`src/design/sdsn_pkg.sv`:
```
// ==========================================================================
// Shared constants of the serial decision switch node
package sdsn_pkg;

	// ======================================================================
	// Shape of the node
	localparam int SDSN_PORTS        = 4;
	localparam int SDSN_NIB_W        = 4;
	localparam int SDSN_EXIT_CHOICES = 2;
	localparam int SDSN_MIN_STAGES   = 3;

	// ======================================================================
	// Head nibble layout: the low bit steers this node, then is rotated away
	localparam int SDSN_ROUTE_BIT = 0;

	// ======================================================================
	// Exit buffering
	localparam int SDSN_FIFO_DEPTH   = 16;
	localparam int SDSN_READY_MARGIN = 2;

	// ======================================================================
	// Entry port state
	typedef enum logic [0:0] {
		SDSN_IN_IDLE,
		SDSN_IN_PASS
	} sdsn_in_e;

endpackage : sdsn_pkg

```
`src/design/sdsn_fifo.sv`:
```
`timescale 1ns/10ps
// ==========================================================================
// Exit FIFO with registered read data
module sdsn_fifo
	import sdsn_pkg::*;
#(
	parameter int WIDTH = SDSN_NIB_W + 1,
	parameter int DEPTH = SDSN_FIFO_DEPTH,
	parameter int LW    = $clog2(SDSN_FIFO_DEPTH) + 1
) (
	// Clock and reset
	input  wire logic             clk,
	input  wire logic             rstn,
	input  wire logic             flush,
	// Fill side
	input  wire logic             s_valid,
	input  wire logic [WIDTH-1:0] s_data,
	output logic                  s_ready,
	// Drain side
	output logic                  m_valid,
	output logic      [WIDTH-1:0] m_data,
	input  wire logic             m_ready,
	// Fill level, output stage included
	output logic      [LW-1:0]    level
);
	localparam int AW = $clog2(DEPTH);

	if (DEPTH < 2 || (1 << AW) != DEPTH || LW != AW + 1) begin : g_bad_depth
		$error("sdsn_fifo: DEPTH must be a power of two, LW its log2 plus one");
	end

	logic [WIDTH-1:0] mem_q [DEPTH];
	logic [AW-1:0]    wr_ptr_q;
	logic [AW-1:0]    rd_ptr_q;
	logic [LW-1:0]    cnt_q;
	logic             m_valid_q;
	logic [WIDTH-1:0] m_data_q;
	logic             push;
	logic             pop;

	assign level   = cnt_q + LW'(m_valid_q);
	// Full counts the output stage too, so a stalled drain really fills it
	assign s_ready = level < LW'(DEPTH);
	assign push    = s_valid && s_ready && !flush;
	assign pop     = (cnt_q != '0) && (!m_valid_q || m_ready) && !flush;
	assign m_valid = m_valid_q;
	assign m_data  = m_data_q;

	// ======================================================================
	// Storage, no reset needed
	always_ff @(posedge clk) begin
		if (push) begin
			mem_q[wr_ptr_q] <= s_data;
		end
	end

	// ======================================================================
	// Pointers and count
	always_ff @(posedge clk or negedge rstn) begin
		if (!rstn) begin
			wr_ptr_q <= '0;
			rd_ptr_q <= '0;
			cnt_q    <= '0;
		end else if (flush) begin
			wr_ptr_q <= '0;
			rd_ptr_q <= '0;
			cnt_q    <= '0;
		end else begin
			if (push) begin
				wr_ptr_q <= wr_ptr_q + AW'(1);
			end
			if (pop) begin
				rd_ptr_q <= rd_ptr_q + AW'(1);
			end
			cnt_q <= cnt_q + LW'(push) - LW'(pop);
		end
	end

	// ======================================================================
	// Output register
	always_ff @(posedge clk or negedge rstn) begin
		if (!rstn) begin
			m_valid_q <= 1'b0;
			m_data_q  <= '0;
		end else if (flush) begin
			m_valid_q <= 1'b0;
		end else if (pop) begin
			m_valid_q <= 1'b1;
			m_data_q  <= mem_q[rd_ptr_q];
		end else if (m_ready) begin
			m_valid_q <= 1'b0;
		end
	end

endmodule : sdsn_fifo

```
`src/design/sdsn_arb2.sv`:
```
`timescale 1ns/10ps
// ==========================================================================
// Two-way rotating priority arbiter for one exit
module sdsn_arb2
	import sdsn_pkg::*;
(
	// Clock and reset
	input  wire logic       clk,
	input  wire logic       rstn,
	// Requests and grant
	input  wire logic [1:0] req,
	input  wire logic       take,
	output logic            gnt_any,
	output logic            gnt_idx
);
	logic last_q;

	assign gnt_any = |req;
	// Both asking: the one that did not win last time goes first
	assign gnt_idx = (req == 2'b11) ? !last_q : req[1];

	always_ff @(posedge clk or negedge rstn) begin
		if (!rstn) begin
			last_q <= 1'b0;
		end else if (take && gnt_any) begin
			last_q <= gnt_idx;
		end
	end

endmodule : sdsn_arb2

```
`src/design/sdsn_node.sv`:
```
`timescale 1ns/10ps
// ==========================================================================
module sdsn_node
	import sdsn_pkg::*;
#(
	parameter int PORTS      = SDSN_PORTS,
	parameter int NIB_W      = SDSN_NIB_W,
	parameter int FIFO_DEPTH = SDSN_FIFO_DEPTH
) (
	// Clock and reset
	input  wire logic                   sys_clk,
	input  wire logic                   rstn,
	// Entry ports, from the left
	input  wire logic [PORTS-1:0]       in_valid,
	input  wire logic [PORTS-1:0]       in_last,
	input  wire logic [PORTS*NIB_W-1:0] in_data,
	output logic      [PORTS-1:0]       in_ready,
	output logic      [PORTS-1:0]       in_reject,
	// Exit ports, toward the right
	output logic      [PORTS-1:0]       out_valid,
	output logic      [PORTS-1:0]       out_last,
	output logic      [PORTS*NIB_W-1:0] out_data,
	input  wire logic [PORTS-1:0]       out_ready,
	input  wire logic [PORTS-1:0]       out_reject
);
	localparam int LW = $clog2(FIFO_DEPTH) + 1;
	localparam int FW = NIB_W + 1;

	// ======================================================================
	// Elaboration checks
	if (PORTS != SDSN_PORTS) begin : g_bad_ports
		$error("sdsn_node: the exit mapping serves exactly four ports");
	end
	if (NIB_W < SDSN_MIN_STAGES) begin : g_bad_width
		$error("sdsn_node: a head nibble must carry a route bit per stage");
	end
	if (FIFO_DEPTH <= SDSN_READY_MARGIN) begin : g_bad_depth
		$error("sdsn_node: exit FIFO too shallow for the ready margin");
	end
	if ((1 << $clog2(FIFO_DEPTH)) != FIFO_DEPTH) begin : g_bad_pow2
		$error("sdsn_node: exit FIFO depth must be a power of two");
	end

	// ======================================================================
	// Entry side state
	sdsn_in_e         in_st_q [PORTS];
	sdsn_in_e         in_st_d [PORTS];
	logic [PORTS-1:0] in_rt_q;
	logic [PORTS-1:0] in_ready_q;
	logic [PORTS-1:0] in_reject_q;
	logic [PORTS-1:0] hreq;
	logic [PORTS-1:0] beat;
	logic [PORTS-1:0] won;
	logic [PORTS-1:0] killed;
	logic [1:0]       tgt [PORTS];

	// ======================================================================
	// Exit side state
	logic [PORTS-1:0] ex_busy_q;
	logic [PORTS-1:0] ex_own_q;
	logic [PORTS-1:0] ex_room;
	logic [PORTS-1:0] ex_cancel;
	logic [PORTS-1:0] ex_hit  [PORTS];
	logic [PORTS-1:0] ex_kill [PORTS];
	logic [PORTS-1:0] f_valid;
	logic [FW-1:0]    f_data  [PORTS];
	logic [PORTS-1:0] f_s_ready;
	logic [LW-1:0]    f_level [PORTS];

	assign in_ready  = in_ready_q;
	assign in_reject = in_reject_q;

	// ======================================================================
	// Per entry port: route pick and message tracking
	for (genvar i = 0; i < PORTS; i++) begin : g_in
		localparam logic [1:0] IB = 2'(i);
		logic head_bit;
		logic rt;
		logic lost;
		logic retreat;

		// ==================================================================
		// Route pick
		assign head_bit = in_data[i*NIB_W + SDSN_ROUTE_BIT];
		// Idle takes the route from the head itself, later from the latch
		assign rt       = (in_st_q[i] == SDSN_IN_IDLE) ? head_bit : in_rt_q[i];
		// Exit sits to the right of every entry, so traffic only turns one way
		assign tgt[i]   = {rt, IB[1]};
		assign beat[i]  = in_valid[i] && in_ready_q[i];
		assign hreq[i]  = beat[i] && (in_st_q[i] == SDSN_IN_IDLE);

		// ==================================================================
		// Next entry state
		always_comb begin
			in_st_d[i] = in_st_q[i];
			case (in_st_q[i])
				SDSN_IN_IDLE: begin
					if (hreq[i] && won[i] && !in_last[i]) begin
						in_st_d[i] = SDSN_IN_PASS;
					end
				end
				SDSN_IN_PASS: begin
					if (killed[i]) begin
						in_st_d[i] = SDSN_IN_IDLE;
					end else if (beat[i] && in_last[i]) begin
						in_st_d[i] = SDSN_IN_IDLE;
					end
				end
				default: begin
					in_st_d[i] = SDSN_IN_IDLE;
				end
			endcase
		end

		// ==================================================================
		// Entry state
		always_ff @(posedge sys_clk or negedge rstn) begin
			if (!rstn) begin
				in_st_q[i] <= SDSN_IN_IDLE;
			end else begin
				in_st_q[i] <= in_st_d[i];
			end
		end

		// ==================================================================
		// Route latched with the head, so body nibbles need no route bit
		always_ff @(posedge sys_clk or negedge rstn) begin
			if (!rstn) begin
				in_rt_q[i] <= 1'b0;
			end else if (hreq[i]) begin
				in_rt_q[i] <= head_bit;
			end
		end

		// ==================================================================
		// Loser of a head, or a message cancelled downstream, retreats
		assign lost    = hreq[i] && !won[i];
		assign retreat = killed[i];
		always_ff @(posedge sys_clk or negedge rstn) begin
			if (!rstn) begin
				in_reject_q[i] <= 1'b0;
			end else begin
				in_reject_q[i] <= lost || retreat;
			end
		end

		// ==================================================================
		// Ready lags a cycle, so the exit keeps a margin of free words
		always_ff @(posedge sys_clk or negedge rstn) begin
			if (!rstn) begin
				in_ready_q[i] <= 1'b0;
			end else if (in_st_d[i] == SDSN_IN_PASS) begin
				in_ready_q[i] <= ex_room[tgt[i]];
			end else begin
				in_ready_q[i] <= 1'b1;
			end
		end
	end

	// ======================================================================
	// Gather grants and cancels back onto the entries
	always_comb begin
		won    = '0;
		killed = '0;
		for (int e = 0; e < PORTS; e++) begin
			won    = won | ex_hit[e];
			killed = killed | ex_kill[e];
		end
	end

	// ======================================================================
	// Per exit port: arbitration, ownership and buffering
	for (genvar e = 0; e < PORTS; e++) begin : g_ex
		localparam logic [1:0] EI  = 2'(e);
		localparam logic [1:0] ELO = {EI[0], 1'b0};
		localparam logic [1:0] EHI = {EI[0], 1'b1};
		logic [1:0] req;
		logic       gnt_any;
		logic       gnt_idx;
		logic       free;
		logic       win;
		logic       own;
		logic [1:0] own_i;
		logic       own_pass;
		logic       done;
		logic       body_push;

		// Only the two entries sharing this exit's row bit can ask for it
		assign req[0] = hreq[ELO] && (tgt[ELO] == EI);
		assign req[1] = hreq[EHI] && (tgt[EHI] == EI);
		assign free   = !ex_busy_q[e] && f_s_ready[e];
		assign win    = gnt_any && free;

		// ==================================================================
		// Rotating tie break
		sdsn_arb2 u_arb (
			.clk     (sys_clk),
			.rstn    (rstn),
			.req     (req),
			.take    (free),
			.gnt_any (gnt_any),
			.gnt_idx (gnt_idx)
		);

		// ==================================================================
		// Owner of the exit
		assign own      = ex_busy_q[e] ? ex_own_q[e] : gnt_idx;
		assign own_i    = {EI[0], own};
		// Tail still at entry: only then can the path be retraced
		assign own_pass = ex_busy_q[e] && (in_st_q[own_i] == SDSN_IN_PASS) &&
			(tgt[own_i] == EI);
		assign ex_cancel[e] = own_pass && out_reject[e];
		assign done     = out_valid[e] && out_ready[e] && out_last[e];
		assign ex_room[e] = f_level[e] < LW'(FIFO_DEPTH - SDSN_READY_MARGIN);

		always_comb begin
			ex_hit[e]  = '0;
			ex_kill[e] = '0;
			if (win) begin
				ex_hit[e][own_i] = 1'b1;
			end
			if (ex_cancel[e]) begin
				ex_kill[e][own_i] = 1'b1;
			end
		end

		// ==================================================================
		// Body nibbles follow the owner only while its path still stands
		assign body_push = own_pass && beat[own_i] && !ex_cancel[e];

		// Head is rotated so the next node finds its own route bit low
		always_comb begin
			f_valid[e] = 1'b0;
			f_data[e]  = {in_last[own_i], in_data[own_i*NIB_W +: NIB_W]};
			if (win) begin
				f_valid[e] = 1'b1;
				f_data[e]  = {in_last[own_i], in_data[own_i*NIB_W + SDSN_ROUTE_BIT],
					in_data[own_i*NIB_W + 1 +: NIB_W-1]};
			end else if (body_push) begin
				f_valid[e] = 1'b1;
			end
		end

		// ==================================================================
		// Exit is held only until the tail has left or the message retreated
		always_ff @(posedge sys_clk or negedge rstn) begin
			if (!rstn) begin
				ex_busy_q[e] <= 1'b0;
			end else if (win) begin
				ex_busy_q[e] <= 1'b1;
			end else if (ex_cancel[e] || done) begin
				ex_busy_q[e] <= 1'b0;
			end
		end

		// ==================================================================
		// Owner remembered for the body nibbles and for a retreat
		always_ff @(posedge sys_clk or negedge rstn) begin
			if (!rstn) begin
				ex_own_q[e] <= 1'b0;
			end else if (win) begin
				ex_own_q[e] <= gnt_idx;
			end
		end

		// ==================================================================
		// Sixteen nibbles of slack only, not room for a whole long message
		sdsn_fifo #(
			.WIDTH (FW),
			.DEPTH (FIFO_DEPTH),
			.LW    (LW)
		) u_fifo (
			.clk     (sys_clk),
			.rstn    (rstn),
			.flush   (ex_cancel[e]),
			.s_valid (f_valid[e]),
			.s_data  (f_data[e]),
			.s_ready (f_s_ready[e]),
			.m_valid (out_valid[e]),
			.m_data  ({out_last[e], out_data[e*NIB_W +: NIB_W]}),
			.m_ready (out_ready[e]),
			.level   (f_level[e])
		);
	end

endmodule : sdsn_node

```
`config.mk`:
```
export PLATFORM = sky130hd
export DESIGN_NAME = sdsn_node
export DESIGN_NICKNAME = d
export VERILOG_FILES = /design/src/design/sdsn_pkg.sv /design/src/design/sdsn_fifo.sv /design/src/design/sdsn_arb2.sv /design/src/design/sdsn_node.sv
export SDC_FILE = /design/constraint.sdc
export NUM_CORES = 1
export LEC_CHECK = 0
export BUFFER_PORTS_ARGS = -buffer_cell sky130_fd_sc_hd__buf_2
export CAP_MARGIN = 20
export CORE_AREA = 5 5 261 263
export DETAILED_ROUTE_END_ITERATION = 8
export DIE_AREA = 0 0 266 268
export SLEW_MARGIN = 10
export SYNTH_ARGS = -nofsm -noshare
export SYNTH_HDL_FRONTEND = slang
export SYNTH_HIERARCHICAL = 1
export SYNTH_SLANG_ARGS = --single-unit
```
`constraint.sdc`:
```
create_clock -name sys_clk -period 9.7 [get_ports sys_clk]
set_input_delay 1.455 -clock sys_clk [delete_from_list [all_inputs] [get_ports sys_clk]]
set_output_delay 1.455 -clock sys_clk [all_outputs]
set_load 0.03 [all_outputs]
```
Word-level counts from Yosys, hierarchy flattened
Memories as Yosys holds them, arrays and structs flattened. A register that Yosys moved wholly into a read port is not among the register bits. Cells that the tools add are included.

RAM bits: 320. Logic and storage cells: 454. Input bits: 34. Output and inout port bits: 32. Memories kept: 4. Register bits: 80.

Add/sub/neg operators: 24. Shift-type cells: 8. Bitwise logic cells: 20. Multiplexer cells: 164. Eq/ne operators: 7. Reductions and logical operators: 159. Order comparisons: 28.

Memories: g_ex[0].u_fifo.mem_q (words 16, bits a word 5, read ports 1, clocked after memory_dff 1, write ports 1, RTL line sdsn_fifo.sv:32) `logic [WIDTH-1:0] mem_q [DEPTH];`; g_ex[1].u_fifo.mem_q (words 16, bits a word 5, read ports 1, clocked after memory_dff 1, write ports 1, RTL line sdsn_fifo.sv:32); g_ex[2].u_fifo.mem_q (words 16, bits a word 5, read ports 1, clocked after memory_dff 1, write ports 1, RTL line sdsn_fifo.sv:32); g_ex[3].u_fifo.mem_q (words 16, bits a word 5, read ports 1, clocked after memory_dff 1, write ports 1, RTL line sdsn_fifo.sv:32).

Operators by type and width (count): 2-to-1 mux 1 bit (108); 2-to-1 mux 4 bit (24); logical AND 1 bit (88); adder 5 x 1 -> 5 bit (8); adder 4 x 1 -> 4 bit, second input constant (8); variable part select 16 x 4 -> 4 bit (2); variable part select 16 x 5 -> 3 bit (2); variable part select 16 x 5 -> 4 bit (2); variable part select 16 x 6 -> 3 bit (2); logical NOT 1 bit (28); 2-to-1 mux 2 bit (12); nonzero test 2 bit (12); less-than comparator 5 x 4 -> 1 bit, second input constant (4); less-than comparator 5 bit, second input constant (4); 2-to-1 mux 5 bit (4); nonzero test 5 bit (4); subtractor 5 x 1 -> 5 bit (4); less-than comparator 2 x 3 -> 1 bit, second input constant (6); binary-select mux 2 bit (select 2 bit) (4); OR 4 bit (4); == test 2 bit, second input constant (6); >= comparator 3 bit, second input constant (4); logical OR 1 bit (12); nonzero test 3 bit (4); other kinds (18) (54).

Logic depth before layout (Yosys ltp)
Gate-level depths: netlist of the first run.

Depth in word-level cells: 22. Depth in mapped cells: 20. Gate-level depth less buffers: 18.

Cells and area by module
Netlist of the first run, hierarchy kept.

Modules (own cells, without submodules): sdsn_fifo at g_ex[0].u_fifo ... (cells an instance 252, seq. area each 2877.8 um^2, area an instance 4264.1 um^2, instances 3); sdsn_fifo at g_ex[3].u_fifo (cells an instance 252, seq. area each 2877.8 um^2, area an instance 4229.1 um^2, instances 1); sdsn_node (cells an instance 222, seq. area each 600.6 um^2, area an instance 2137.0 um^2, instances 1); sdsn_arb2 (cells an instance 5, seq. area each 25.0 um^2, area an instance 50.0 um^2, instances 4).

Worst setup path before layout of the first run
No wires, ideal clock.

Path type: input to register. Start: input port in_valid[1]. End: register g_ex[0].u_fifo.cnt_q[4]. Path slack: 4769 ps. Stages on the path: 18. Data arrival time: 4800 ps. Buffers on the path: 0. Library setup time: 131 ps. Data required time: 9569 ps. Cells stage by stage: nand2_1 -> or2_2 -> nor2_1 -> a21boi_0 -> mux2i_4 -> mux2_1 -> o41ai_2 -> and4b_1 -> inv_1 -> ha_1 -> inv_1 -> ha_1 -> inv_1 -> fa_1 -> nor2b_1 -> o21bai_1 -> a21oi_1 -> nor3b_1.

Word-level cells in the longest chain between the ends: 22. Elaborated cells between the ends (all ways): 32. Classes of those cells: 2 x add/sub; 1 x eq/ne; 13 x mux; 1 x bitwise; 15 x reduce/logical.

RTL lines: from (decl) (RTL line sdsn_node.sv:14) `input wire logic [PORTS-1:0] in_valid,`; logical AND 1 bit * (RTL line sdsn_node.sv:89) `assign beat[i] = in_valid[i] && in_ready_q[i];`; logical AND 1 bit * (RTL line sdsn_node.sv:90) `assign hreq[i] = beat[i] && (in_st_q[i] == SDSN_IN_IDLE);`; logical AND 1 bit * (RTL line sdsn_node.sv:190) `assign req[1] = hreq[EHI] && (tgt[EHI] == EI);`; via g_ex[0].req[1] (RTL line sdsn_node.sv:177) `logic [1:0] req;`; == test 2 bit (RTL line sdsn_arb2.sv:20) `assign gnt_idx = (req == 2'b11) ? !last_q : req[1];`; 2-to-1 mux 1 bit * (RTL line sdsn_arb2.sv:20); via g_ex[0].gnt_idx (RTL line sdsn_node.sv:179) `logic gnt_idx;`; 2-to-1 mux 1 bit * (RTL line sdsn_node.sv:207) `assign own = ex_busy_q[e] ? ex_own_q[e] : gnt_idx;`; [8 not listed]; logical AND 1 bit * (RTL line sdsn_node.sv:229) `assign body_push = own_pass && beat[own_i] && !ex_cancel[e];`; 2-to-1 mux 1 bit * (RTL line sdsn_node.sv:239) `end else if (body_push) begin`; 2-to-1 mux 1 bit * (RTL line sdsn_node.sv:235) `if (win) begin`; via f_valid[0] (RTL line sdsn_node.sv:65) `logic [PORTS-1:0] f_valid;`; logical AND 1 bit * (2 in series) (RTL line sdsn_fifo.sv:44) `assign push = s_valid && s_ready && !flush;`; adder 5 x 1 -> 5 bit * (RTL line sdsn_fifo.sv:75) `cnt_q <= cnt_q + LW'(push) - LW'(pop);`; subtractor 5 x 1 -> 5 bit * (RTL line sdsn_fifo.sv:75); 2-to-1 mux 5 bit * (RTL line sdsn_fifo.sv:64) `end else if (flush) begin`; to (signal assigned) (RTL line sdsn_fifo.sv:75); to (decl) (RTL line sdsn_fifo.sv:35) `logic [LW-1:0] cnt_q;`.

The timed path passes the listed nets; every way through them passes the cells marked *. The select of a mux whose other input is x is not followed. A chain may end at the register's enable or synchronous reset.

Final worst setup path of the first run
Start: input port in_valid[3]. End: register g_ex[1].u_fifo.cnt_q[4].

Word-level cells in the longest chain between the ends: 22. Elaborated cells between the ends (all ways): 32. Classes of those cells: 2 x add/sub; 2 x eq/ne; 13 x mux; 1 x bitwise; 14 x reduce/logical.

RTL lines (RTL line): logical AND 1 bit * (sdsn_node.sv:89); logical AND 1 bit * (sdsn_node.sv:90); logical AND 1 bit * (sdsn_node.sv:190); via g_ex[1].req[1] (sdsn_node.sv:177); == test 2 bit (sdsn_arb2.sv:20); 2-to-1 mux 1 bit * (sdsn_arb2.sv:20); via g_ex[1].gnt_idx (sdsn_node.sv:179); 2-to-1 mux 1 bit * (sdsn_node.sv:207); [8 not listed]; logical AND 1 bit * (sdsn_node.sv:229); 2-to-1 mux 1 bit * (sdsn_node.sv:239); 2-to-1 mux 1 bit * (sdsn_node.sv:235); via f_valid[1] (sdsn_node.sv:65); logical AND 1 bit * (2 in series) (sdsn_fifo.sv:44); adder 5 x 1 -> 5 bit * (sdsn_fifo.sv:75); subtractor 5 x 1 -> 5 bit * (sdsn_fifo.sv:75); 2-to-1 mux 5 bit * (sdsn_fifo.sv:64); to (signal assigned) (sdsn_fifo.sv:75); to (decl) (sdsn_fifo.sv:35).

Marked as above.

==> impl_metrics.yaml, run 1 <==
clocking:
  cts_inserted_buffers: 47
  clock_latency_ps: 550
  post_cts_buffers: 0
  ctsResizeCount: 0
  clkSinkCount: 424
  clockRootBuffer: "clkbuf_16"
  ctsHtreeMaxLevel: 2
  cts_tree: "done"
  clockBufferDepth: 3
  hold_buffers: 0
  cts.clk_slew.worst_paths_ps: 60
worst_setup_path:
  critPathTopFamily: "simple AND/OR/NAND/NOR gates"
  arrival_ps: 5450
  critPathMaxFanout: 6
  crit_chain: "buf_2 -> nand2_1 -> or2_2 -> nor2_1 -> a21boi_0 -> mux2i_4 -> mux2_1 -> o41ai_2 -> and4b_1 -> inv_1 -> ha_1 -> inv_1 -> ha_1 -> inv_1 -> fa_1 -> nor2b_1 -> o21bai_1 -> nand3_1 -> nor3b_1"
  slowest_delay_ps: 490
  start_kind: "input port"
  critPathKind: "input port to flip-flop"
  crit_path_top_delay_cell: "a21boi_0"
  timing.critical_path.mode_cell: "inv_1"
  required_ps: 10160
  crit_buf_inv: 4
  crit_path_end_kind: "flip-flop"
die:
  die_h_um: 268
  design.die.area_um2: 71300
  start_util: 0.296
  ioPinCount: 66
  core_area_um2: 65400
  fp.dieW_um: 266
  row_count: 94
pwr:
  p_clk_frac: 0.264
  p_seq_frac: 0.409
  switchingPower_mw: 2.27
  p_comb_frac: 0.327
  internal_power_mw: 4.41
  power.leakage_nw: 8.04
  power_density_nw_per_um2: 301
  switching_share: 0.340
  vdd_drop_max_mv: 0.165
routing:
  ant_nets: 0
  wl_um: 39700
  drt_first_pass_iters: 5
  drt_iter0_drc: 624
  drcViolationCount: 0
  dr_total_vias: 10624
  vias_per_cell: 4.73
  wl_per_cell_um: 17.7
global_routing:
  grt_overflow: 0
  grt_antenna_before_repair: 0
  grt_pass1_vias: 11259
  grt_start_max_net_pins: 64
  grt_use_total: 0.111
  grt_pass1_wl_um: 63700
synthesis:
  synth_ff_type: "edfxtp_1"
  synth_warnings: 6
  synth.avg_cell_area_um2: 15.5
  synth-edff-count: 320
  yosysSeqAreaShare: 0.631
  yosys.cell_types.count: 55
  synthCells: 1250
  syn_area_um2: 19400
  ys_ff_latch: 424
  syn_nets: 1348
  synthArstFlopShare: 0.245
finish:
  syn_to_final_growth_pct: 14.7
  final_common_cell: "edfxtp_1"
  nNetsFinal: 1440
  n_antenna_cell: 0
  fill_cells: 6382
  seq_area_um2: 12200
  drive_above_1_share: 0.203
  multi_input_area_um2: 6660
  mostFrequentLayoutCells: "edfxtp_1 (320), dfrtp_1 (104), nor2_1 (101)"
  final_core_util: 0.339
placement:
  place_congestion: 0.850
  hpwl_um: 26700
  io_buffers: 65
timing:
  fin_crit_sh: 0.515
  setup_viol: 0
  clock-skew-final_ps: 14.6
  fin_setup_tns_ps: 0
  layout_min_cycle_time_ps: 4990
  hold_viol: 0
  fmax_ghz: 0.200
  slew_headroom: 0.291
  rsz0062_at_grt: "false"
  slew_viol_final: 0
  worstMarginPinSlew_ps: 1060
run:
  drv_cap: 0
worst_hold_path:
  hold_path.class: "flip-flop to flip-flop"
run_status:
  status: "finished clean"
[path summary, 6_finish.rpt]
kind / to / slack, ps / startpoint / cells past startpoint
setup / recovery: g_ex[1].u_fifo/cnt_q[4]$_DFF_PN0_ / 4710 / in_valid[3] / 19
hold / removal: g_ex[1].u_arb/last_q$_DFFE_PN0P_ / 490 / g_ex[1].u_arb/last_q$_DFFE_PN0P_ / 1
setup reg to reg: g_ex[0].u_fifo/cnt_q[4]$_DFF_PN0_ / 5290 / in_st_q[2]$_DFF_PN0_ / 17
hold reg to reg: g_ex[1].u_arb/last_q$_DFFE_PN0P_ / 490 / g_ex[1].u_arb/last_q$_DFFE_PN0P_ / 1
max in group asynchronous: g_ex[2].u_fifo/rd_ptr_q[1]$_DFFE_PN0P_ / 7400 / rstn / 2
min in group asynchronous: g_ex[1].u_fifo/m_data[0]$_DFFE_PN0P_ / 920 / rstn / 1
[power by group through the flow]
stage / sequential, mW / combinational [mW] / clock [mW]
after floorplan: 2.65 / 1.72 / 0
after global placement: 2.77 / 2.14 / 0
after detailed placement: 2.78 / 2.21 / 0
after CTS: 2.74 / 2.22 / 1.82
after global routing: 2.79 / 2.43 / 1.89
final: 2.73 / 2.18 / 1.76
[Yosys cell counts, drive strengths merged, types with 6 or more instances]
| library cell | number | area share |
|---|---|---|
| edfxtp | 320 | 0.50 |
| dfrtp | 104 | 0.13 |
| nor2 | 101 | 0.020 |
| mux4 | 80 | 0.097 |
| mux2i | 66 | 0.037 |
| ha | 60 | 0.039 |
| inv | 51 | 0.0099 |
| nand2 | 50 | 0.0097 |
| a21oi | 49 | 0.013 |
| mux2 | 32 | 0.020 |
| nand3 | 28 | 0.0072 |
| buf | 27 | 0.011 |
| nor3 | 26 | 0.0078 |
| xnor2 | 24 | 0.011 |
| clkbuf | 20 | 0.0045 |
| nor2b | 20 | 0.0065 |
| o22ai | 20 | 0.0065 |
| o21ai | 19 | 0.0049 |
| nand2b | 15 | 0.0048 |
| nand3b | 13 | 0.0050 |
| xor2 | 13 | 0.0059 |
| or2 | 12 | 0.0039 |
| nand4 | 11 | 0.0036 |
| a21o | 8 | 0.0031 |
| a31oi | 8 | 0.0026 |
| and2 | 8 | 0.0028 |
| nor3b | 8 | 0.0031 |
| a21boi | 6 | 0.0023 |
| nand4b | 6 | 0.0027 |
[through the flow]
step / hold WS (ps) / std cells / setup slack, ps / total power [mW] / cell area, µm²
floorplan: 454 / 1250 / 4770 / 4.37 / 19400
global placement: 481 / 2155 / 4340 / 4.91 / 20600
detailed placement: 475 / 2157 / 4170 / 4.99 / 20700
CTS: 486 / 2244 / 4770 / 6.78 / 22200
global route: 519 / 2244 / 4420 / 7.10 / 22200
finish: 488 / 2244 / 4710 / 6.68 / 22200
[layer usage]
layer / routed length, µm / up-vias / track usage
met4: 587 / 0 / 0.0266
li1: - / 4968 / -
met3: 1540 / 39 / 0.0195
met1: 17600 / 5434 / 0.145
met5: 0 / - / 0
met2: 20000 / 183 / 0.194
[state kept, by name, summed over array words and instances (netlist names)]
name	count
in_st_q	4
in_ready	4
in_rt_q	4
ex_busy_q	4
g_ex.u_fifo/m_data	20
g_ex.u_fifo/cnt_q	20
g_ex.u_fifo/wr_ptr_q	16
in_reject	4
g_ex.u_fifo/m_valid	4
ex_own_q	4
g_ex.u_arb/last_q	4
g_ex.u_fifo/rd_ptr_q	16
g_ex.u_fifo/mem_q	320
[final cells by class]
type / instances / area share
tap: 864 / 0.0487
inverter: 51 / 0.00862
sequential: 424 / 0.550
clock buffer: 62 / 0.0579
timing repair buffer: 90 / 0.0232
multi-input combinational: 728 / 0.300
clock inverter: 25 / 0.0112
[kinds of logic after synthesis]
logic type / Yosys count / synth area share
muxes: 178 / 0.153
xor gates and xnor gates: 37 / 0.0167
and+or+nand+nor: 319 / 0.0874
buffers and inverters: 98 / 0.0249
AOI/OAI and AO/OA: 130 / 0.0437
adders and majority gates: 64 / 0.0429
DFF: 424 / 0.631
Note: power is estimated with default switching activity, not from simulation.
==> inputs of run 2 (changes only) <==
clock period = 4.7 ns   (was 9.7 ns; I/O delays follow)
==> impl_metrics.yaml, run 2 (synthesis results as in run 1) <==
worst_setup_path:
  reg2reg_slack_ps: 590
  crit_start: "in_ready[3]$_DFF_PN0_"
  start_kind: "flip-flop"
  required_ps: 5140
  arrival_ps: 4550
  critPathKind: "flip-flop to flip-flop"
  r2r_end: "g_ex[3].u_fifo/cnt_q[4]$_DFF_PN0_"
  crit_path_end_kind: "flip-flop"
  critPathMaxFanout: 6
  reg2reg_from: "in_ready[3]$_DFF_PN0_"
  reg2reg_depth: 18
timing:
  clock-skew-final_ps: 11.6
  fin_setup_tns_ps: 0
  hold_viol: 0
  layout_min_cycle_time_ps: 4110
  rsz0062_at_grt: "false"
  slew_viol_final: 0
  setup_viol: 0
  fmax_ghz: 0.243
  worstMarginPinSlew_ps: 1010
  slew_headroom: 0.324
  fin_crit_sh: 0.876
clocking:
  ctsResizeCount: 0
  clockBufferDepth: 3
  ctsHtreeMaxLevel: 2
  cts_tree: "done"
  clkSinkCount: 424
  cts_inserted_buffers: 46
  clock_latency_ps: 550
  cts.clk_slew.worst_paths_ps: 60
  clockRootBuffer: "clkbuf_16"
pwr:
  p_total_mw: 13.7
  power.leakage_nw: 8.16
  vdd_drop_max_mv: 0.340
  power_density_nw_per_um2: 614
finish:
  n_antenna_cell: 0
  mostFrequentLayoutCells: "edfxtp_1 (320), dfrtp_1 (104), nor2_1 (101)"
  final_core_util: 0.341
  largest_register_ffs: 320
  final_area_um2: 22300
  drive_above_1_share: 0.211
  syn_to_final_growth_pct: 15.3
  seq_area_um2: 12200
  nNetsFinal: 1459
  fill_cells: 6330
  multi_input_area_um2: 6670
  instances_no_fill: 2263
  top_register: "g_ex.u_fifo/mem_q"
  final_common_cell: "edfxtp_1"
run_status:
  status: "finished clean"
die:
  ioPinCount: 66
  die_h_um: 268
  design.die.area_um2: 71300
  row_count: 94
  core_area_um2: 65400
  fp.dieW_um: 266
  start_util: 0.296
worst_hold_path:
  whs_path_depth: 3
  min_to: "g_ex[2].u_fifo/m_valid$_DFFE_PN0P_"
  min_from: "out_ready[2]"
  hold_path.class: "input port to flip-flop"
run:
  drv_cap: 0
global_routing:
  grt_use_total: 0.112
  grt_pass1_vias: 11344
  grt_overflow: 0
  grt_start_max_net_pins: 47
  grt_antenna_before_repair: 0
  grt_pass1_wl_um: 64600
routing:
  drt_iter0_drc: 593
  vias_per_cell: 4.78
  wl_um: 40100
  ant_nets: 0
  wl_per_cell_um: 17.7
  dr_total_vias: 10819
  drcViolationCount: 0
  drt_first_pass_iters: 6
placement:
  hpwl_um: 27200
  io_buffers: 65
  dpl-instance-area_um2: 20800
  place_congestion: 0.821
  dp_cells: 2175
[run 2: changes by cell type in the layout (fill, tap and decap cells not counted), moves of 2 or more]
cell / change
clkinv_1: +2
clkinvlp_4: -9
clkinv_4: +3
bufinv_16: -2
clkbuf_8: +3
buf_4: +18
clkbuf_1: +2
[run 2: how the worst max path moves through the flow]
| stage | endpoint | slack, ps | cells past startpoint |
|---|---|---|---|
| floorplan | g_ex[0].u_fifo/cnt_q[4]$_DFF_PN0_ | 520 | 18 |
| global placement | g_ex[2].u_fifo/cnt_q[4]$_DFF_PN0_ | 320 | 19 |
| detailed placement | g_ex[3].u_fifo/cnt_q[4]$_DFF_PN0_ | 210 | 19 |
| CTS | g_ex[2].u_fifo/cnt_q[4]$_DFF_PN0_ | 630 | 17 |
| global route | g_ex[2].u_fifo/cnt_q[4]$_DFF_PN0_ | 240 | 17 |
| finish | g_ex[3].u_fifo/cnt_q[4]$_DFF_PN0_ | 590 | 18 |
[run 2: what timing repair did]
item,in CTS,in global routing
setup buffers,0,0
setup endpoints to repair,0,0
hold buffers,1,0
hold endpoints to repair,13,0
[run 2: per-layer routing]
layer  wire length [µm]  GRT usage
met5                  0          0
met4                677     0.0269
met3               1460     0.0184
met2              20200      0.196
met1              17800      0.148
[run 2: report_power, final]
group	leakage (nW)	internal, mW	switching, mW
clock network	0.727	2.08	1.44
logic	3.34	2.15	2.36
registers	4.09	4.83	0.848
total	8.16	9.06	4.65
[run 2: area by class of cell]
class / count / share of cell area
Sequential cell: 424 / 0.547
Timing Repair Buffer: 110 / 0.0308
Clock buffer: 67 / 0.0597
Inverter: 51 / 0.00857
Multi-Input combinational cell: 728 / 0.299
Clock inverter: 19 / 0.00684
Tap cell: 864 / 0.0484
[run 2: critical path, cell delays in order, from the launching register on]
cell and delay [ps]:
dfrtp_1 370, nand2_1 170, nor2_1 160, and2_1 170, a21boi_0 490, mux2i_4 210
mux2_4 340, o41ai_2 320, and3_1 250, nand2b_1 70, ha_1 260, inv_1 60
ha_1 160, inv_1 50, fa_1 370, nor2b_1 180, o21bai_1 110, a21oi_1 170
nor3b_1 60
[run 2: through the flow]
step | setup WS [ps] | hold slack, ps
floorplan | 519 | 409
global placement | 319 | 480
detailed placement | 207 | 478
CTS | 634 | 402
global route | 240 | 425
finish | 585 | 446
